File: config.mk
export PLATFORM = sky130hd
export DESIGN_NAME = safety_io_monitor
export DESIGN_NICKNAME = d
export VERILOG_FILES = /design/src/verilog/safety_io_pkg.sv /design/src/verilog/safety_io_monitor.sv
export SDC_FILE = /design/constraint.sdc
export NUM_CORES = 2
export LEC_CHECK = 0
export ABC_CLOCK_PERIOD_IN_PS = 36200
export BUFFER_PORTS_ARGS = -buffer_cell sky130_fd_sc_hd__buf_2
export CAP_MARGIN = 10
export CORE_UTILIZATION = 37
export CTS_CLUSTER_DIAMETER = 200
export CTS_CLUSTER_SIZE = 10
export DETAILED_ROUTE_END_ITERATION = 16
export GPL_TIMING_DRIVEN = 0
export HOLD_SLACK_MARGIN = 0.05
export PLACE_DENSITY = 0.58
export SKIP_LAST_GASP = 1
export SYNTH_ARGS = -nofsm -noshare
export SYNTH_HDL_FRONTEND = slang
export SYNTH_SLANG_ARGS = --single-unit
File: constraint.sdc
create_clock -name i_clk -period 36.2 [get_ports i_clk]
set_clock_uncertainty 0.15 [all_clocks]
set_input_delay 10.86 -clock i_clk [delete_from_list [all_inputs] [get_ports i_clk]]
set_output_delay 10.86 -clock i_clk [all_outputs]
set_load 0.01 [all_outputs]
File: src/verilog/safety_io_pkg.sv
// constants for the dual-channel safety i/o monitor
package safety_io_pkg;
   // command channel map, one redundant pin pair each
   localparam int NCMD = 12;
   localparam int NLIM = 4;
   localparam int CMD_TORQUE_OFF = 0;
   localparam int CMD_CTRL_STOP = 1;
   localparam int CMD_SPEED_LIM = 2;
   localparam int CMD_POS_DIR = 6;
   localparam int CMD_NEG_DIR = 7;
   localparam int CMD_TORQUE_LIM = 8;
   // timing
   localparam int CLK_MHZ = 100;
   localparam int US_CYC = CLK_MHZ;
   localparam int SPD_FIX_TIME_MS = 1;
   localparam logic [15:0] SPD_FIX_US = 16'(SPD_FIX_TIME_MS * 1000);
   // register byte offsets
   localparam logic [7:0] REG_CTRL = 8'h00;
   localparam logic [7:0] REG_MISM = 8'h04;
   localparam logic [7:0] REG_PW = 8'h08;
   localparam logic [7:0] REG_PP = 8'h0c;
   localparam logic [7:0] REG_SDET = 8'h10;
   localparam logic [7:0] REG_SAFE_THR = 8'h14;
   localparam logic [7:0] REG_CMD_ST = 8'h18;
   localparam logic [7:0] REG_EV_ST = 8'h1c;
   localparam logic [7:0] REG_EV_MSK = 8'h20;
   localparam logic [7:0] REG_SPD_LIM0 = 8'h24;
   localparam logic [7:0] REG_TRQ_LIM0 = 8'h34;
   // field positions
   localparam int CTRL_SAFE_EN = 0;
   localparam int CTRL_PULSE_EN = 1;
   localparam int NEV = 4;
   localparam int EV_MISMATCH = 0;
   localparam int EV_OVERSPEED = 1;
   localparam int EV_DIRECTION = 2;
   localparam int EV_TORQUE = 3;
   // reset values
   localparam logic [1:0] CTRL_RST = 2'h2;
   localparam logic [15:0] MISM_RST = 16'h2710;
   localparam logic [15:0] PW_RST = 16'h0001;
   localparam logic [15:0] PP_RST = 16'h03e8;
   localparam logic [15:0] SDET_RST = 16'h0000;
endpackage

File: src/verilog/safety_io_monitor.sv
// dual-channel safety command decoder, limit monitors and test-pulsed status
`timescale 1ns/1ps
module safety_io_monitor (
   // clock, reset, enable
   input wire logic i_clk,
   input wire logic i_rst,
   input wire logic i_ce,
   // register port
   input wire logic [7:0] i_addr,
   input wire logic [31:0] i_wdata,
   input wire logic i_we,
   input wire logic i_re,
   output logic [31:0] o_rdata,
   // redundant command pins, channel a and b
   input wire logic [safety_io_pkg::NCMD-1:0] i_cmd_a,
   input wire logic [safety_io_pkg::NCMD-1:0] i_cmd_b,
   // motion feedback, same clock
   input wire logic [15:0] i_speed,
   input wire logic [15:0] i_torque,
   // safety actions and status
   output logic o_torque_off,
   output logic o_controlled_stop,
   output logic o_torque_off_status_output_a,
   output logic o_torque_off_status_output_b,
   output logic o_safe_speed_status_output,
   output logic o_direction_status,
   output logic o_irq
);
   import safety_io_pkg::*;

   localparam int TW = $clog2(US_CYC);

   typedef struct packed {
      logic [NCMD-1:0] s1a;
      logic [NCMD-1:0] s1b;
      logic [NCMD-1:0] s2a;
      logic [NCMD-1:0] s2b;
      logic [NCMD-1:0] cmd;
      logic [NCMD-1:0] cmd_p;
      logic [NCMD-1:0][15:0] mm_cnt;
      logic [TW-1:0] tick_cnt;
      logic [1:0] ctrl;
      logic [15:0] mism;
      logic [15:0] pw;
      logic [15:0] pp;
      logic [15:0] sdet;
      logic [15:0] safe_thr;
      logic [15:0] ovs_cnt;
      logic [15:0] pc;
      logic [NLIM-1:0][31:0] spd_lim;
      logic [NLIM-1:0][31:0] trq_lim;
      logic [NLIM-1:0][15:0] dcnt;
      logic [NEV-1:0] ev_st;
      logic [NEV-1:0] ev_msk;
      logic [31:0] rdata;
      logic irq;
      logic stop;
      logic toff;
      logic toff_a;
      logic toff_b;
      logic safe;
      logic dir;
   } state_s;

   state_s q;
   state_s d;
   logic tick;
   logic mm_over;
   logic ovs;
   logic trq;
   logic pulse_a;
   logic pulse_b;
   logic [15:0] spd_abs;
   logic [15:0] half;
   logic [15:0] wid;
   logic [15:0] det_lim;
   logic [NEV-1:0] ev;
   logic [NEV-1:0] clr;

   // next-state logic for the whole block
   always_comb begin
      d = q;
      // microsecond tick shared by every timer
      tick = (q.tick_cnt == TW'(US_CYC - 1));
      d.tick_cnt = tick ? '0 : q.tick_cnt + 1'b1;
      spd_abs = i_speed[15] ? 16'(-i_speed) : i_speed;

      // pins are asynchronous: two flops before any decode
      d.s1a = i_cmd_a;
      d.s1b = i_cmd_b;
      d.s2a = q.s1a;
      d.s2b = q.s1b;
      d.cmd = q.s2a & q.s2b;
      d.cmd_p = q.cmd;

      // per-pair mismatch timers
      mm_over = 1'b0;
      for (int i = 0; i < NCMD; i++) begin
         if (q.s2a[i] == q.s2b[i]) begin
            d.mm_cnt[i] = '0;
         end else if (tick && q.mm_cnt[i] != 16'hffff) begin
            d.mm_cnt[i] = q.mm_cnt[i] + 16'h0001;
         end
         if (q.mm_cnt[i] > q.mism) begin
            mm_over = 1'b1;
         end
      end

      // speed and torque limit sets
      ovs = 1'b0;
      trq = 1'b0;
      for (int i = 0; i < NLIM; i++) begin
         // deceleration window opens on the command's rising edge
         if (q.cmd[CMD_SPEED_LIM + i] && !q.cmd_p[CMD_SPEED_LIM + i]) begin
            d.dcnt[i] = q.spd_lim[i][31:16];
         end else if (tick && q.dcnt[i] != 16'h0000) begin
            d.dcnt[i] = q.dcnt[i] - 16'h0001;
         end
         if (q.cmd[CMD_SPEED_LIM + i] && q.cmd_p[CMD_SPEED_LIM + i] &&
             q.dcnt[i] == 16'h0000 && spd_abs > q.spd_lim[i][15:0]) begin
            ovs = 1'b1;
         end
         if (q.cmd[CMD_TORQUE_LIM + i] &&
             ($signed(i_torque) > $signed(q.trq_lim[i][31:16]) ||
              $signed(i_torque) < $signed(q.trq_lim[i][15:0]))) begin
            trq = 1'b1;
         end
      end

      // overspeed must persist; the fixed floor wins over a shorter setting
      if (!ovs) begin
         d.ovs_cnt = '0;
      end else if (tick && q.ovs_cnt != 16'hffff) begin
         d.ovs_cnt = q.ovs_cnt + 16'h0001;
      end
      det_lim = (q.sdet > SPD_FIX_US) ? q.sdet : SPD_FIX_US;

      // events
      ev[EV_MISMATCH] = mm_over;
      ev[EV_OVERSPEED] = ovs && q.ovs_cnt >= det_lim;
      ev[EV_DIRECTION] = (q.cmd[CMD_POS_DIR] && i_speed[15]) ||
         (q.cmd[CMD_NEG_DIR] && !i_speed[15] && i_speed != 16'h0000);
      ev[EV_TORQUE] = trq;

      // sticky status, write one to clear; a new event beats the clear
      clr = (i_we && i_addr == REG_EV_ST) ? i_wdata[NEV-1:0] : '0;
      d.ev_st = (q.ev_st & ~clr) | ev;
      d.irq = |(q.ev_st & q.ev_msk);

      // safety actions follow the latched faults, independent of the mask
      d.toff = q.cmd[CMD_TORQUE_OFF] | q.ev_st[EV_OVERSPEED];
      d.stop = q.cmd[CMD_CTRL_STOP] | q.ev_st[EV_MISMATCH] |
         q.ev_st[EV_DIRECTION] | q.ev_st[EV_TORQUE];
      d.dir = q.cmd[CMD_POS_DIR] | q.cmd[CMD_NEG_DIR];
      d.safe = q.ctrl[CTRL_SAFE_EN] && spd_abs <= q.safe_thr;

      // test pulses: a in the first half-period, b in the second
      half = {1'b0, q.pp[15:1]};
      wid = (q.pw >= half) ? half - 16'h0001 : q.pw;
      if (tick) begin
         d.pc = (q.pc >= q.pp - 16'h0001) ? 16'h0000 : q.pc + 16'h0001;
      end
      pulse_a = q.ctrl[CTRL_PULSE_EN] && half != 16'h0000 && q.pc < wid;
      pulse_b = q.ctrl[CTRL_PULSE_EN] && half != 16'h0000 &&
         q.pc >= half && q.pc < half + wid;
      d.toff_a = q.toff & ~pulse_a;
      d.toff_b = q.toff & ~pulse_b;

      // register writes
      if (i_we) begin
         case (i_addr)
            REG_CTRL: d.ctrl = i_wdata[1:0];
            REG_MISM: d.mism = i_wdata[15:0];
            REG_PW: d.pw = i_wdata[15:0];
            REG_PP: d.pp = i_wdata[15:0];
            REG_SDET: d.sdet = i_wdata[15:0];
            REG_SAFE_THR: d.safe_thr = i_wdata[15:0];
            REG_EV_MSK: d.ev_msk = i_wdata[NEV-1:0];
            default: ;
         endcase
         for (int i = 0; i < NLIM; i++) begin
            if (i_addr == REG_SPD_LIM0 + 8'(4 * i)) begin
               d.spd_lim[i] = i_wdata;
            end
            if (i_addr == REG_TRQ_LIM0 + 8'(4 * i)) begin
               d.trq_lim[i] = i_wdata;
            end
         end
      end

      // read data stands one cycle only; unmapped reads give zero
      d.rdata = '0;
      if (i_re) begin
         case (i_addr)
            REG_CTRL: d.rdata = 32'(q.ctrl);
            REG_MISM: d.rdata = 32'(q.mism);
            REG_PW: d.rdata = 32'(q.pw);
            REG_PP: d.rdata = 32'(q.pp);
            REG_SDET: d.rdata = 32'(q.sdet);
            REG_SAFE_THR: d.rdata = 32'(q.safe_thr);
            REG_CMD_ST: d.rdata = {4'h0, q.s2a ^ q.s2b, 4'h0, q.cmd};
            REG_EV_ST: d.rdata = 32'(q.ev_st);
            REG_EV_MSK: d.rdata = 32'(q.ev_msk);
            default: ;
         endcase
         for (int i = 0; i < NLIM; i++) begin
            if (i_addr == REG_SPD_LIM0 + 8'(4 * i)) begin
               d.rdata = q.spd_lim[i];
            end
            if (i_addr == REG_TRQ_LIM0 + 8'(4 * i)) begin
               d.rdata = q.trq_lim[i];
            end
         end
      end
   end

   // state register; clock enable freezes everything
   always_ff @(posedge i_clk or posedge i_rst) begin
      if (i_rst) begin
         q <= '0;
         q.ctrl <= CTRL_RST;
         q.mism <= MISM_RST;
         q.pw <= PW_RST;
         q.pp <= PP_RST;
         q.sdet <= SDET_RST;
      end else if (i_ce) begin
         q <= d;
      end
   end

   // outputs straight from flops
   assign o_rdata = q.rdata;
   assign o_torque_off = q.toff;
   assign o_controlled_stop = q.stop;
   assign o_torque_off_status_output_a = q.toff_a;
   assign o_torque_off_status_output_b = q.toff_b;
   assign o_safe_speed_status_output = q.safe;
   assign o_direction_status = q.dir;
   assign o_irq = q.irq;
endmodule // safety_io_monitor

==> run_results.csv <==
group,metric,value,unit
grt,overflow,0,
finish,layout.area.seq,18630,sq um
sta,setup_viol,0,
floorplan,die_w,361.9,um
finish,multi_input_area,27130,sq um
route,ant_nets,0,
sta,rsz0062_at_grt,"no",
synthesis,synth_top_family_by_area,"compound AO/OA/AOI/OAI gates",
place,place.detailed.hpwl,126500,um
synthesis,synth_cells,4895,
cts,cts_tree,"yes",
synthesis,synth_cell_type_count,89,
finish,fillers,12580,
outcome,status,"finished, final reports clean",
place,gp_congestion,0.9581,
setup_path,crit_path_start_kind,"primary input",
finish,final_cell_mix,"dfrtp_1 (731), ha_1 (539), nor2_1 (433)",
route,vias,40050,
setup_path,critPathLaunch,"i_speed[0]",
cts,clock_latency,0.71,ns
route,route.met2.wl,73640,um
route,route.met3.wl,13630,um
power,vdd_drop_max,0.03558,mV
sta,slew_violations,0,
route,met1_length,73540,um
synthesis,synth_seq_cells,744,
setup_path,crit_type,"in2reg",
synthesis,synth_nets,5536,
power,p_per_area,41.77,nW/um^2
floorplan,die_h,361.9,um
cts,cts.clk_slew.worst_paths,0.06,ns
sta,holdWs,0.3291,ns
finish,stdcell_count,6882,
synthesis,synthSimpleGateAreaFrac,13.86,%
sta,period_needed,15.23,ns
floorplan,design.die.area,131000,sq um
synthesis,yosys.area.top_type,"dfrtp_1",
finish,drive_above_1_share,14.32,%
finish,layout.nets,5770,
sta,fin_tns_setup,0,ns
setup_path,required,36.63,ns
synthesis,synth_xor_area_share,4.257,%
finish,area_delta_synth_final,11.31,%
synthesis,synthArstFlopShare,100.0,%
floorplan,design.core.area,128000,sq um
floorplan,pin_count,140,
route,avgViaCountPerCell,5.819,
finish,final_common_cell,"dfrtp_1",
worst_hold_path,hp-start,"q[92]$_DFFE_PP0P_",
route,routedWlPerCell,24.37,um
route,drc_errors,0,
cts,cts_hold_buffers,0,
synthesis,yosys.area.top_type_share,38.16,%
setup_path,cp.arrival,15.65,ns
setup_path,end_kind,"register",
place,dpl-instance-area,51030,sq um
grt,grt_pass1_wl,249500,um
finish,finalInstanceArea,53350,sq um
route,route.top_layer_used,"met5",
setup_path,r2r_start,"half[7]$_DFFE_PP1P_",
flow_run,maxCapViolCount,0,
route,wl,167700,um
sta,timing.slew.headroom,14.20,%
place,dp.cells,6769,
grt,track_usage,25.37,%
synthesis,synth_fa_ha_area_share,14.11,%
synthesis,yosys_warnings,0,
cts,cts.htree.levels,3,
synthesis,synth.area.top_cells,"dfrtp_1 (38%), ha_1 (14%), mux2_2 (9.6%)",
synthesis,syn_area_per_cell,9.792,sq um
synthesis,syn_area,47930,sq um
floorplan,initial_core_util,37.44,%
power,leakage,24.23,nW
sta,final-hold-violation-count,0,
grt,first_global_vias,38420,
sta,tightest_slew,1.286,ns
cts,clkSinkCount,744,
cts,clockBufferDepth,3,
setup_path,crit_fanout,10,
grt,grt_max_degree,127,
synthesis,synth.area.mux_share,9.632,%
cts,cts_buffers,84,
place,port_buffers,134,
cts,ctsResizeCount,0,
synthesis,synthFlopType,"dfrtp_1",
synthesis,synth_compound_area_share,14.71,%
synthesis,ys_seq_area_share,38.87,%
sta,fmax,65.67,MHz
worst_hold_path,hold_class,"reg2reg",
grt,antenna_found_initial,19,
route,drtPass1Iterations,8,
synthesis,synth-edff-count,0,
route,drtIter0Drc,3976,
floorplan,std_cell_rows,131,
cts,cts_root_buffer,"clkbuf_16",
power,finalPower,0.002229,W
cts,cts_setup_buffers,0,
sta,period_share,42.07,%
==> power breakdown <==
| part | total (W) | internal, W | leakage, nW | switching, W |
|---|---|---|---|---|
| sequential | 0.000961 | 0.000891 | 10.1 | 0.0000699 |
| clock | 0.000784 | 0.000421 | 1.11 | 0.000362 |
| combinational | 0.000484 | 0.000181 | 13.1 | 0.000302 |
==> kinds of logic after synthesis <==
family,count (synthesis)
adders and majority gates,540
DFF,744
AOI/OAI and AO/OA,1065
and+or+nand+nor,1358
muxes,410
xor gates and xnor gates,233
buffers and inverters,545
==> layer usage <==
metal | track usage, % | vias to the layer above
li1 | - | 18300
met1 | 35.04 | 19960
met2 | 38.99 | 1485
met3 | 5.051 | 300
met4 | 9.580 | 4
met5 | 0 | -
==> stage by stage <==
stage               util, %  setup slack, ns
floorplan                 -            4.334
global placement      39.66           -5.261
detailed placement    39.87            20.30
CTS                   41.65            21.03
global route          41.66            20.76
finish                41.68            20.97
==> synth_stat cells, types with 17 or more instances <==
master    number
a222oi_1      23
nor2_1       433
a22oi_1       80
dfrtp_1      731
a221oi_1      39
o21a_1        27
ha_1         539
and2_1        20
nand2_1      282
xor2_1       112
xnor2_1      121
o21ai_0      253
and3_1        46
a31oi_1       23
buf_1         30
a22o_1        45
nor3_1        85
nor4_1        34
a21o_1        70
a211oi_1      40
nand3_1      147
o22ai_1       24
o211ai_1      42
or3_1         46
nor2b_1       17
nand4_1      105
and4_1        29
inv_1        333
buf_4         32
mux2_2       408
a21oi_1      247
clkbuf_1     139
nand2b_1      39
==> sequential cells by signal (all words and copies together), names as in the netlist <==
name and flops:
o_irq 1, o_controlled_stop 1, o_safe_speed_status_output 1, o_direction_status 1, half 15, q 654, o_torque_off 1, o_rdata 32
d 36, o_torque_off_status_output_a 1, o_torque_off_status_output_b 1
==> critical path, cell delays in order <==
cell       delay [ns]
buf_2            0.11
inv_1            0.28
nand3_1          0.14
or2_2            0.31
or3_1            0.36
nor3_1           0.93
ha_1             0.43
a211oi_1         0.27
o31ai_1          0.11
a21oi_1          0.16
a211oi_1         0.13
a2111oi_2        0.95
and2_0           0.22
buf_2            0.17
buf_6            0.16
nor2_1           0.06
==> area by class of cell <==
cell class | instances | share of cell area [%]
repair buffers | 148 | 1.757
multi-input cells | 3606 | 50.85
clock inverters | 7 | 0.2111
diodes | 7 | 0.03283
clock buffers | 96 | 4.064
flip-flops and latches | 744 | 34.93
well taps | 1729 | 4.055
plain buffers | 211 | 1.745
inverters | 334 | 2.364
==> final timing paths <==
kind,to,slack [ns],depth (start not counted)
max reg2reg,o_torque_off_status_output_b$_DFFE_PP0P_,29.44,30
min reg2reg,q[92]$_DFFE_PP0P_,0.33,1
max in group asynchronous,q[133]$_DFFE_PP0P_,24.04,5
min in group asynchronous,q[376]$_DFFE_PP0P_,9.99,2
min,q[92]$_DFFE_PP0P_,0.33,1
max,q[388]$_DFFE_PP0P_,20.97,16
Note: power is estimated with default switching activity, not from simulation.
